`src/inc/shifter_pkg.sv`:
```
// Shared constants and types of the barrel shifter datapath
package shifter_pkg;

  localparam int DATA_W    = 16;
  localparam int RES_W     = 32;
  localparam int SE_W      = 8;
  localparam int SB_W      = 5;
  localparam int CODE_W    = 8;
  localparam int BANK_N    = 2;

  localparam logic              PRIMARY_BANK = 1'b0;
  localparam logic [DATA_W-1:0] SI_RESET     = 16'h0000;
  localparam logic [SE_W-1:0]   SE_RESET     = 8'h00;
  localparam logic [SB_W-1:0]   SB_RESET     = 5'h00;
  localparam logic [DATA_W-1:0] SR_RESET     = 16'h0000;

  typedef enum logic [2:0] {
    REG_SI, REG_SE, REG_SB, REG_SR0, REG_SR1
  } reg_sel_t;

  typedef enum logic [1:0] {
    OP_NONE, OP_SHIFT, OP_EXP, OP_BLOCK_EXP
  } op_kind_t;

  typedef enum logic [1:0] {
    CODE_SE, CODE_NEG_SE, CODE_IMM
  } code_src_t;

  typedef enum logic [1:0] {
    EXT_MSB, EXT_CARRY, EXT_ZERO
  } ext_src_t;

  typedef enum logic {
    SRC_INPUT, SRC_RBUS
  } operand_src_t;

  // One operation as issued by the instruction decoder
  typedef struct packed {
    op_kind_t           op;
    operand_src_t       src;
    code_src_t          code_src;
    logic [CODE_W-1:0]  imm;
    logic               reference_half_select;
    ext_src_t           ext_src;
    logic               or_with_result_option;
  } shift_cmd_t;

  // One complete register bank
  typedef struct packed {
    logic [DATA_W-1:0]  shifter_input;
    logic [SE_W-1:0]    shift_exponent;
    logic [SB_W-1:0]    block_exponent;
    logic [DATA_W-1:0]  shift_result_high;
    logic [DATA_W-1:0]  shift_result_low;
  } bank_regs_t;

  localparam bank_regs_t BANK_RESET = '{SI_RESET, SE_RESET, SB_RESET, SR_RESET, SR_RESET};

endpackage : shifter_pkg

```
`src/design/shift_array.sv`:
```
// Placement array: puts a word anywhere in a double-width field
`timescale 1ns/100ps
module shift_array #(
  parameter int IN_W   = 16,
  parameter int OUT_W  = 32,
  parameter int CODE_W = 8
) (
  input  wire logic [IN_W-1:0]   operand,
  input  wire logic [CODE_W-1:0] code,
  input  wire logic              high_ref,
  input  wire logic              ext_bit,
  output logic      [OUT_W-1:0]  placed
);
  localparam int POS_W = CODE_W + 2;
  localparam int SEL_W = $clog2(IN_W);

  if (OUT_W != 2 * IN_W) begin : g_bad_width
    $error("shift_array: output must be twice the input width");
  end

  wire signed [POS_W-1:0] code_ext = $signed({{2{code[CODE_W-1]}}, code});
  wire signed [POS_W-1:0] ref_off  = high_ref ? POS_W'(IN_W) : POS_W'(0);
  wire signed [POS_W-1:0] pos      = code_ext + ref_off;

  // Each output bit looks back to the input bit that lands on it
  for (genvar b = 0; b < OUT_W; b++) begin : g_bit
    wire signed [POS_W-1:0] src = POS_W'(b) - pos;
    assign placed[b] = (src < 0) ? 1'b0 :
                       (src >= POS_W'(IN_W)) ? ext_bit :
                       operand[src[SEL_W-1:0]];
  end

endmodule : shift_array

```
`src/design/exp_detect.sv`:
```
// Exponent detector, single-precision high mode
`timescale 1ns/100ps
module exp_detect #(
  parameter int IN_W  = 16,
  parameter int EXP_W = 8
) (
  input  wire logic [IN_W-1:0]  operand,
  output logic      [EXP_W-1:0] exponent
);
  if (IN_W >= 2 ** (EXP_W - 1)) begin : g_bad_width
    $error("exp_detect: exponent too narrow for input");
  end

  logic [EXP_W-1:0] redundant;
  logic             done;

  // Counts sign copies below the sign bit
  always_comb begin
    redundant = '0;
    done      = 1'b0;
    for (int i = IN_W - 2; i >= 0; i--) begin
      if (!done && operand[i] == operand[IN_W-1]) begin
        redundant = redundant + EXP_W'(1);
      end else begin
        done = 1'b1;
      end
    end
    exponent = ~redundant + EXP_W'(1);
  end

endmodule : exp_detect

```
`src/design/dsp_barrel_shifter.sv`:
```
// Barrel shifter datapath with dual register bank
`timescale 1ns/100ps
module dsp_barrel_shifter (
  input  wire logic                            CORE_CLK,
  input  wire logic                            NRST,
  input  wire logic [shifter_pkg::DATA_W-1:0]  DMD_IN,
  input  wire shifter_pkg::reg_sel_t           DMD_ADDR,
  input  wire logic                            DMD_WR,
  input  wire logic                            DMD_RD,
  output logic      [shifter_pkg::DATA_W-1:0]  DMD_OUT,
  output logic                                 DMD_OE,
  input  wire logic [shifter_pkg::DATA_W-1:0]  R_BUS_IN,
  input  wire logic                            R_BUS_RD,
  input  wire logic                            R_BUS_HIGH,
  output logic      [shifter_pkg::DATA_W-1:0]  R_BUS_OUT,
  output logic                                 R_BUS_OE,
  input  wire shifter_pkg::shift_cmd_t         CMD,
  input  wire logic                            ALU_CARRY,
  input  wire logic                            MODE_STATUS_REGISTER_BANK,
  input  wire logic                            ENA_SEC,
  input  wire logic                            DIS_SEC,
  output logic                                 BANK_ALT
);

  localparam int DW = shifter_pkg::DATA_W;
  localparam int RW = shifter_pkg::RES_W;
  localparam int EW = shifter_pkg::SE_W;
  localparam int BW = shifter_pkg::SB_W;
  localparam int CW = shifter_pkg::CODE_W;

  shifter_pkg::bank_regs_t regs [shifter_pkg::BANK_N];
  shifter_pkg::bank_regs_t cur;
  shifter_pkg::bank_regs_t next_regs;

  logic           mode_status_register_q;
  logic           next_bank;
  logic [DW-1:0]  operand;
  logic [CW-1:0]  code_sel;
  logic           ext_bit;
  logic [RW-1:0]  placed;
  logic [RW-1:0]  sr_full;
  logic [RW-1:0]  next_sr;
  logic [EW-1:0]  exp_code;
  logic [BW-1:0]  exp_short;
  logic [BW-1:0]  next_sb;
  logic [DW-1:0]  dmd_rd_val;
  logic [DW-1:0]  rbus_rd_val;
  logic [DW-1:0]  cur_si;
  logic [EW-1:0]  cur_se;
  logic [BW-1:0]  cur_sb;
  logic [DW-1:0]  idle_si;
  logic           do_shift;
  logic           do_exp;
  logic           do_block;
  logic           bank_flip;
  logic           sr_write;
  logic           se_write;

  // Active bank view
  assign cur     = regs[BANK_ALT];
  assign cur_si  = cur.shifter_input;
  assign cur_se  = cur.shift_exponent;
  assign cur_sb  = cur.block_exponent;
  assign idle_si = regs[~BANK_ALT].shifter_input;
  assign sr_full = {cur.shift_result_high, cur.shift_result_low};

  // Operation decode
  assign do_shift = CMD.op == shifter_pkg::OP_SHIFT;
  assign do_exp   = CMD.op == shifter_pkg::OP_EXP;
  assign do_block = CMD.op == shifter_pkg::OP_BLOCK_EXP;
  assign sr_write = DMD_WR && (DMD_ADDR == shifter_pkg::REG_SR0 ||
                               DMD_ADDR == shifter_pkg::REG_SR1);
  assign se_write = DMD_WR && DMD_ADDR == shifter_pkg::REG_SE;

  // Operand selection
  assign operand = (CMD.src == shifter_pkg::SRC_RBUS) ? R_BUS_IN
                                                      : cur_si;

  // Control code selection
  assign code_sel = (CMD.code_src == shifter_pkg::CODE_IMM)    ? CMD.imm :
                    (CMD.code_src == shifter_pkg::CODE_NEG_SE) ? ~cur_se + 8'h01 :
                    cur_se;

  // Extension bit source
  assign ext_bit = (CMD.ext_src == shifter_pkg::EXT_MSB)   ? operand[DW-1] :
                   (CMD.ext_src == shifter_pkg::EXT_CARRY) ? ALU_CARRY :
                   1'b0;

  shift_array #(
    .IN_W   (DW),
    .OUT_W  (RW),
    .CODE_W (CW)
  ) u_array (
    .operand  (operand),
    .code     (code_sel),
    .high_ref (CMD.reference_half_select),
    .ext_bit  (ext_bit),
    .placed   (placed)
  );

  exp_detect #(
    .IN_W  (DW),
    .EXP_W (EW)
  ) u_exp (
    .operand  (operand),
    .exponent (exp_code)
  );

  // OR/pass combining
  assign next_sr = CMD.or_with_result_option ? (sr_full | placed) : placed;

  // Block exponent keeps the largest signed exponent seen
  assign exp_short = exp_code[BW-1:0];
  assign next_sb   = ($signed(exp_short) > $signed(cur_sb)) ? exp_short : cur_sb;

  // Next contents of the active bank; memory-bus loads win over results
  always_comb begin
    next_regs = cur;
    if (do_shift) begin
      {next_regs.shift_result_high, next_regs.shift_result_low} = next_sr;
    end
    if (do_exp) begin
      next_regs.shift_exponent = exp_code;
    end
    if (do_block) begin
      next_regs.block_exponent = next_sb;
    end
    if (DMD_WR) begin
      case (DMD_ADDR)
        shifter_pkg::REG_SI:  next_regs.shifter_input     = DMD_IN;
        shifter_pkg::REG_SE:  next_regs.shift_exponent    = DMD_IN[EW-1:0];
        shifter_pkg::REG_SB:  next_regs.block_exponent    = DMD_IN[BW-1:0];
        shifter_pkg::REG_SR0: next_regs.shift_result_low  = DMD_IN;
        shifter_pkg::REG_SR1: next_regs.shift_result_high = DMD_IN;
        default:              next_regs.shifter_input     = cur_si;
      endcase
    end
  end

  // Read data from the pre-update contents
  assign dmd_rd_val =
    (DMD_ADDR == shifter_pkg::REG_SI)  ? cur_si :
    (DMD_ADDR == shifter_pkg::REG_SE)  ? {{(DW-EW){cur_se[EW-1]}}, cur_se} :
    (DMD_ADDR == shifter_pkg::REG_SB)  ? {{(DW-BW){cur_sb[BW-1]}}, cur_sb} :
    (DMD_ADDR == shifter_pkg::REG_SR0) ? cur.shift_result_low :
    (DMD_ADDR == shifter_pkg::REG_SR1) ? cur.shift_result_high :
    16'h0000;
  assign rbus_rd_val = R_BUS_HIGH ? cur.shift_result_high : cur.shift_result_low;

  // Bank choice: instructions first, then a change of the mode bit
  assign next_bank = ENA_SEC ? 1'b1 :
                     DIS_SEC ? 1'b0 :
                     (MODE_STATUS_REGISTER_BANK != mode_status_register_q) ? MODE_STATUS_REGISTER_BANK : BANK_ALT;
  assign bank_flip = next_bank != BANK_ALT;

  always_ff @(posedge CORE_CLK) begin
    if (!NRST) begin
      BANK_ALT <= shifter_pkg::PRIMARY_BANK;
      mode_status_register_q  <= 1'b0;
    end else begin
      BANK_ALT <= next_bank;
      mode_status_register_q  <= MODE_STATUS_REGISTER_BANK;
    end
  end

  always_ff @(posedge CORE_CLK) begin
    if (!NRST) begin
      regs <= '{default: shifter_pkg::BANK_RESET};
    end else begin
      regs[BANK_ALT] <= next_regs;
    end
  end

  always_ff @(posedge CORE_CLK) begin
    if (!NRST) begin
      DMD_OUT   <= 16'h0000;
      DMD_OE    <= 1'b0;
      R_BUS_OUT <= 16'h0000;
      R_BUS_OE  <= 1'b0;
    end else begin
      DMD_OUT   <= DMD_RD ? dmd_rd_val : 16'h0000;
      DMD_OE    <= DMD_RD;
      R_BUS_OUT <= R_BUS_RD ? rbus_rd_val : 16'h0000;
      R_BUS_OE  <= R_BUS_RD;
    end
  end
endmodule : dsp_barrel_shifter

```
`config.mk`:
```
export PLATFORM = sky130hd
export DESIGN_NAME = dsp_barrel_shifter
export DESIGN_NICKNAME = d
export VERILOG_FILES = /design/src/inc/shifter_pkg.sv /design/src/design/shift_array.sv /design/src/design/exp_detect.sv /design/src/design/dsp_barrel_shifter.sv
export SDC_FILE = /design/constraint.sdc
export NUM_CORES = 1
export LEC_CHECK = 0
export BUFFER_PORTS_ARGS = -buffer_cell sky130_fd_sc_hd__buf_2
export CAP_MARGIN = 30
export CORE_ASPECT_RATIO = 2
export CORE_MARGIN = 2
export CORE_UTILIZATION = 30
export CTS_BUF_LIST = sky130_fd_sc_hd__clkbuf_16
export CTS_CLUSTER_DIAMETER = 120
export DETAILED_ROUTE_END_ITERATION = 12
export SYNTH_ARGS = -nofsm -noshare
export SYNTH_HDL_FRONTEND = slang
export SYNTH_HIERARCHICAL = 1
export SYNTH_SLANG_ARGS = --single-unit
```
`constraint.sdc`:
```
create_clock -name CORE_CLK -period 21 [get_ports CORE_CLK]
set_input_delay 2.1 -clock CORE_CLK [delete_from_list [all_inputs] [get_ports CORE_CLK]]
set_output_delay 2.1 -clock CORE_CLK [all_outputs]
set_load 0.005 [all_outputs]
```
==> results.md, run 1 <==
- The run finished with clean final reports.
- The worst min-delay path class is flop to flop.
- Dividing the detail-routed wire length by the instance count gives 25.4 um.
- Clock latency on the worst-skew pair, taken at its later pin, is roughly 0.45 ns.
- The average vias per placed instance is between 6 and 7.
- STA classifies the critical path startpoint as an input port.
- The most common cell in the synthesized netlist is sky130_fd_sc_hd__nand2_1.
- The pin count of the biggest net entering global routing is 74.
- The total overflow left after global routing is 0.
- The final instance area is about 0.016 mm^2.
- The count of vias placed by the detailed router is ~15k.
- The post-synthesis cell type with the largest combined area is sky130_fd_sc_hd__dfxtp_1.
- The global-route wire length before repair is between 90000 and 100000 um.
- The met2 track utilization from global routing is between 40% and 50%.
- The most used flip-flop cell after synthesis is sky130_fd_sc_hd__dfxtp_1.
- In this design, the stage delay of the slowest critical-path cell is 0.68 ns.
- Dividing the synthesized area by the synthesized cell count gives between 7 and 8 um^2.
- The layout overhead on the synthesized area is 8.53%.
- The critical path is of the input port to flop type.
- The worst hold slack is ~0.45 ns.
- In this run the critical register-to-register path is captured at regs[96].
- The area share of the leading cell type in the synthesized netlist is between 20% and 30%.
- The highest attainable clock frequency is between 0.08 and 0.09 GHz.
- The worst path needs approximately 12 ns of the cycle, external delays included.
- The cell count after synthesis is 1899.
- At the pin with the least slew margin, the transition time is about 1.1 ns.
- The terminating pin of the worst hold path is regs[65].
- The die extent in y is ~320 um.
- The post-synth net total is around 2.0k.
- The critical hold path startpoint is regs[65].
- The count of endpoints failing hold in the final timing report was 0.
- The setup slack of the most critical reg-to-reg path is 9.35 ns.
- The share of final-layout standard cells stronger than drive strength 1 is between 15 and 20%.
- The post-synthesis register bit count is 158.
- The met1 track utilization from global routing is 23.7%.
- Among the stages of the critical path, the cell type that occurs most often is sky130_fd_sc_hd__ha_1.
- IR analysis of the VDD net gives a maximum drop of 0.0000434 V.
- The number of detailed-routing iterations run before antenna repair is 5.
- After clock tree synthesis, the clock-pin slew on the worst setup and hold paths is around 0.07 ns.
- The die area is ~0.052 mm^2.
- Buffers added to address setup during post-CTS repair amount to 0.
- The cell with the biggest individual delay on the critical path is sky130_fd_sc_hd__mux2_2.
- Setup repair after global routing left no endpoint under its margin.
- The number of input and output port buffers inserted is 96.
- On the final layout, the worst clock skew is about 0.012 ns.
- The final clock period utilization by the worst path is about three fifths.
- The tree is rooted in a sky130_fd_sc_hd__clkbuf_16.
- Summed over all layers, the routed wires come to roughly 64000 um.
- STA puts the critical path data arrival time at approximately 13 ns.
- The number of H-tree levels is 4.
- Dividing total power by cell area gives a power density of around 76 mW/mm^2.
- The number of unique standard cell types used by synthesis is 110.
- The largest fanout on the critical path is between 40 and 50.
- The site row count is 116.
- In the routed design, unresolved DRC markers number 0.
- 97 I/O pins were placed.
- The initial detailed-routing violation count is about 1.4k.
- Routability-driven placement finished with a final weighted congestion of 1.04.
- The via count of the first global-routing pass is 14.8k.
- The final layout net count is between 1.5k and 2k.
- The headroom to the max-slew limit is a little over a quarter.
- The synthesized design contains 0 enable-type register cells.
- The placed instances occupy a cell area of approximately 0.016 mm^2.
- Buffers inserted during clock tree synthesis total 17.
- The total of hold buffers inserted after clock tree synthesis is 0.
- After synthesis the cells add up to about 0.015 mm^2.
- The count of cells along the worst register-to-register path is between 40 and 50.
- The number of max-capacitance violations reported is 0.
- The static leakage is between 6 and 7 nW.
- In the final timing run, aggregate negative setup slack is 0 ns.
- The number of sinks driven by the clock tree is between 150 and 200.
- Yosys attributes the largest share of cell area to sky130_fd_sc_hd__dfxtp_1 21%, sky130_fd_sc_hd__mux2i_1 6.3%, sky130_fd_sc_hd__mux2_2 6.0%.
- The fill cell instance count of the final layout is 5302.
- The busiest layer in global routing is met2.
- The fraction of synthesis flops using an asynchronous set or reset pin is 0%.
- The kind of capture point of the worst setup path is a flop.
- The required time at the worst-slack endpoint is about 21 ns.
- Once layout is complete, the utilization of the core stands at 32.8%.
- The TritonCTS clock tree is done.
- Sorting the synthesized cells by how often they occur yields 163 x sky130_fd_sc_hd__nand2_1, 158 x sky130_fd_sc_hd__dfxtp_1, 156 x sky130_fd_sc_hd__a21oi_1.
- The area inside the core boundary is roughly 0.050 mm^2.
- Setup violations remaining at the end of the flow were counted as 0.
- The met3 layer usage reported by global route is under 10%.
- The final-report max-slew violation count is 0.
- The startpoint identified for the worst register-to-register timing path is BANK_ALT.
- The worst hold path passes through 2 cells.
- The clock passes through at most 2 buffers.
- The share of synthesized area occupied by flip-flops and latches is between 20% and 30%.
- The horizontal die dimension is 163 um.
- The post-cts resize count is 0.
- Detailed placement ended at an HPWL of slightly below 50000 um.
- The initial antenna violation count is 4.
- The overall routing resource usage is 24.4%.
- The starting density of the core is between 30% and 40%.
- For this run, the number of Yosys warnings is 6.
- The count of nets left with antenna violations once routing finished came out at 0.
-- layer usage --
metal,vias to the layer above,wire length (um)
met4,2,7830
met3,229,3460
met5,-,11
met1,7397,21400
li1,7020,-
met2,676,31800
-- cell families after synthesis --
group | synth area share (%)
AO/OA/AOI/OAI | 26.1
XOR/XNOR | 4.84
adder cells (fa/ha/maj) | 3.54
buffers and inverters | 6.38
flip-flops | 20.9
multiplexers | 17.4
AND/OR/NAND/NOR | 20.8
-- final cells by class --
| class | instances | area [um^2] | share of cell area [%] |
|---|---|---|---|
| well taps | 649 | 812 | 4.95 |
| clock buffers | 17 | 425 | 2.59 |
| inverters | 47 | 176 | 1.08 |
| multi-input cells | 1529 | 11000 | 67.2 |
| clock inverters | 15 | 110 | 0.672 |
| repair buffers | 124 | 688 | 4.20 |
| diodes | 2 | 5.00 | 0.0305 |
| flip-flops and latches | 158 | 3170 | 19.3 |
-- placed cells by master, fill, tap and decap left out, drive strengths merged, types with 10 or more instances in the layout --
master     n
mux4      32
nor3      36
a22oi     14
a31oi     18
a221oi    41
o32ai     10
xnor2     53
nand2b    15
clkbuf    17
nand4     14
and3      21
nand2    163
or3       48
a21oi    156
or2       12
a32oi     10
ha        42
inv       54
dfxtp    158
o21ai    121
o211ai    20
a211oi    27
and2      43
o31ai     35
xor2      18
mux2      83
nor2b     23
nor2     158
nand3     47
mux2i     96
buf      124
o2bb2ai   32
a21o      11
-- through the flow --
stage	instances	total power [W]	setup WS (ns)
floorplan	1899	0.000765	9.09
global placement	2503	0.000936	8.46
detailed placement	2505	0.000943	8.30
CTS	2537	0.00124	8.74
global route	2540	0.00131	7.91
finish	2541	0.00125	8.64
-- worst max-delay path: cells and delay by family --
family | cells | cell delay [ns]
XOR/XNOR | 1 | 0.14
AND/OR/NAND/NOR | 12 | 2.37
AO/OA/AOI/OAI | 11 | 2.03
adder cells (fa/ha/maj) | 12 | 3.85
multiplexers | 6 | 1.83
buffers and inverters | 1 | 0.33
-- flip-flops by register name, indices dropped and copies added, names as in the netlist --
name / count
R_BUS_OUT: 16
DMD_OUT: 16
DMD_OE: 1
regs: 122
mode_status_register_q: 1
BANK_ALT: 1
R_BUS_OE: 1
-- where the power goes --
group / switching [W] / total [W] / leakage [nW] / internal, W
clock network: 0.000141 / 0.000294 / 0.262 / 0.000153
registers: 0.0000106 / 0.000325 / 1.28 / 0.000314
logic: 0.000419 / 0.000635 / 4.50 / 0.000216
-- worst max-delay path by stage --
| stage | from | to | slack [ns] |
|---|---|---|---|
| 2_1_floorplan | CMD[14] | regs[93] | 9.09 |
| 3_3_place_gp | CMD[14] | regs[95] | 8.46 |
| 3_5_place_dp | CMD[14] | regs[96] | 8.30 |
| 4_1_cts | CMD[14] | regs[96] | 8.74 |
| 5_1_grt | CMD[14] | regs[96] | 7.91 |
| 6_report | CMD[14] | regs[96] | 8.64 |
(Power assumes the default switching activity.)
==> inputs of run 2 (changes only) <==
- clock period: 21 -> 10.18 ns (I/O delays scaled with it)
==> run 2 against run 1 <==
Against the previous run:
- routed wire length up 0.41%
- sequential share of layout area is 0.50 points lower
- cell count increased by 1.3%
- first-iteration DRC count down 6.4%
- critical path depth is 1 lower
- hold slack gained 0.0021 ns
- worst setup slack got worse by 8.1 ns
==> results.md, run 2 (synthesis gave the netlist of run 1 again) <==
- The flow ran to the end, and the final reports show no timing, DRC or antenna violations.
- The analysis attributes to cell leakage a power of approximately 6.3 nW.
- The worst ir drop on vdd is 0.000113 V.
- The first global-routing pass estimated between 90000 and 100000 um of wire.
- The worst setup path is launched from a flop.
- After clock tree synthesis, the flow added hold-fix buffers numbering 0.
- The most common cell after layout, fill and taps aside is sky130_fd_sc_hd__nand2_1.
- The average vias per placed instance is roughly 6.
- The pre-CTS worst setup slack is -0.0139 ns.
- The largest register by flop count is regs.
- Setup violations remaining at the end of the flow were counted as 0.
- The HPWL reported at the end of detailed placement is 48700 um.
- Cells with a size suffix above 1 make up between 20% and 30% of the layout.
- The largest fanout on the critical path is 8.
- The final-report max-slew violation count came to 0.
- Of the available clock period, the critical path in the final layout requires a little over nine tenths.
- The footprint of the multi-input gates is 0.0112 mm^2.
- The slowest stage of the critical path is the sky130_fd_sc_hd__or4_4 cell.
- For this block, the initial DRC count from the detailed router was around 1.3k.
- The data arrival time of the worst path is a little under 10 ns.
- The number of sinks driven by the clock tree is approximately 160.
- The post-detailed-route DRC marker count is 0.
- For the pin with the worst max-slew slack, the measured transition is around 1.0 ns.
- For the worst setup path, the data required time is approximately 10 ns.
- Entering global routing, the biggest net connects 74 pins.
- The final sum of negative setup slack is 0 ns.
- For this run the aggregate overflow at the end of global routing stands at 0.
- The worst hold slack is approximately 0.46 ns.
- The area growth from synthesis to layout is 11.4%.
- The worst setup slack after layout is approximately 0.52 ns.
- The worst min-delay path class is flop to flop.
- The number of clock buffers added by TritonCTS is 17.
- The buffer depth of the longest clock path is 2.
- The I/O pin total is between 90 and 100.
- The via count of the first global-routing pass is approximately 15k.
- Once the floorplan was initialized, standard cells occupied around 30% of the core.
- Global routing used between 20% and 30% of the available tracks across all layers.
- The headroom to the max-slew limit is around 31%.
- The critical path is of the flop to flop type.
- The clock latency at the later pin of the worst-skew pair is around 0.45 ns.
- The worst path needs 9.66 ns of the cycle, external delays included.
- The number of max-capacitance violations reported is 0.
- After the last flow step, the layout net total stands at between 2k and 2.5k.
- In the final layout, the registers with the most flip-flops are regs (122), DMD_OUT (16), R_BUS_OUT (16).
- The tree is rooted in a sky130_fd_sc_hd__clkbuf_16.
- The library cells used most frequently in the layout, excluding fill and tap cells, are 162 x sky130_fd_sc_hd__nand2_1, 157 x sky130_fd_sc_hd__dfxtp_1, 153 x sky130_fd_sc_hd__a21oi_1, 150 x sky130_fd_sc_hd__nor2_1, 113 x sky130_fd_sc_hd__o21ai_0.
- The number of input and output port buffers inserted is 96.
- The initial antenna violation count is 0.
- The die extent in y is roughly 320 um.
- The number of cells after detailed placement is roughly 2.5k.
- After filler insertion, the fill cell instance count of the layout stands at between 5k and 6k.
- The number of detailed-routing iterations run before antenna repair is 6.
- The total wire length after detailed routing is around 65000 um.
- The count of endpoints failing hold in the final timing report was 0.
- The horizontal die dimension is roughly 160 um.
- The highest attainable clock frequency is approximately 0.10 GHz.
- The final route contains 15.7k vias.
- The die area is about 0.052 mm^2.
- The area inside the core boundary is approximately 0.05 mm^2.
- The worst stage delay on the critical path is about 0.56 ns.
- The number of flip-flops under the largest register name is about 120.
- The final non-filler cell total is approximately 2.6k.
- The number of H-tree levels is 4.
- The most used cell along the critical path is sky130_fd_sc_hd__ha_1.
- The final RePlAce weighted congestion is 1.04.
- The sequential cell area in the final layout is about 0.0032 mm^2.
- The clock arrives with about 0.013 ns of skew.
- After detailed routing, the average wire length per cell comes to approximately 25 um.
- STA classifies the critical path endpoint as a flop.
- After clock tree synthesis, the clock-pin slew on the worst setup and hold paths is about 0.07 ns.
- Dividing total power by cell area gives a power density of around 160 mW/mm^2.
- The floorplan has 116 rows.
- In this run the remaining antenna-violating nets after routing total 0.
- The number of diodes is 0.
- The TritonCTS clock tree is done.
## run 2: changes by cell type in the layout (fill, tap and decap cells not counted), moves of 3 or more
cell and change:
sky130_fd_sc_hd__mux2_2 -6, sky130_fd_sc_hd__clkinv_2 +3, sky130_fd_sc_hd__buf_4 +34, sky130_fd_sc_hd__mux2_4 +6, sky130_fd_sc_hd__a21oi_1 -3, sky130_fd_sc_hd__ha_1 -3, sky130_fd_sc_hd__o21ai_0 -3
## run 2: worst paths after layout
check,slack [ns],depth (start not counted),end,from
min reg2reg,0.46,2,regs[112],regs[112]
max,0.52,42,regs[93],BANK_ALT
min,0.46,2,regs[112],regs[112]
max reg2reg,0.52,42,regs[93],BANK_ALT
## run 2: cell type report
class | count | area share [%]
flip-flops and latches | 158 | 18.8
clock inverters | 15 | 0.654
multi-input cells | 1529 | 66.4
clock buffers | 17 | 2.53
inverters | 47 | 1.05
repair buffers | 160 | 5.72
well taps | 649 | 4.83
## run 2: worst max-delay path, delay by kind of cell, from the launching register on
family | cells | cell delay [ns]
xor+xnor | 1 | 0.09
simple gates | 12 | 2.24
flops | 1 | 0.42
fa+ha+maj | 11 | 3.23
compound gates | 11 | 1.59
mux | 7 | 1.92
## run 2: layer usage
metal	up-vias	global-route usage (%)	share of wire (%)
li1	7094	-	-
met1	7615	24.4	34
met2	740	43.9	51
met3	261	3.09	5.3
met4	0	21.1	10
met5	-	0	0
## run 2: repair_timing
item	CTS	global route
gates resized for setup	0	24
setup endpoints to repair	0	10
setup buffers	0	8
## run 2: per-stage QoR
stage | util [%] | area (um^2) | power [W]
final | 33.7 | 16800 | 0.00265
after CTS | 33.3 | 16600 | 0.00259
after detailed placement | 32.3 | 16100 | 0.00198
after global routing | 33.7 | 16800 | 0.00277
after floorplan | - | 15200 | 0.00159
after global placement | 32.2 | 16100 | 0.00196
## run 2: report_power, final
part / switching, W / internal (W)
logic: 0.000889 / 0.000489
clock network: 0.000290 / 0.000315
registers: 0.0000181 / 0.000648
total: 0.00120 / 0.00145
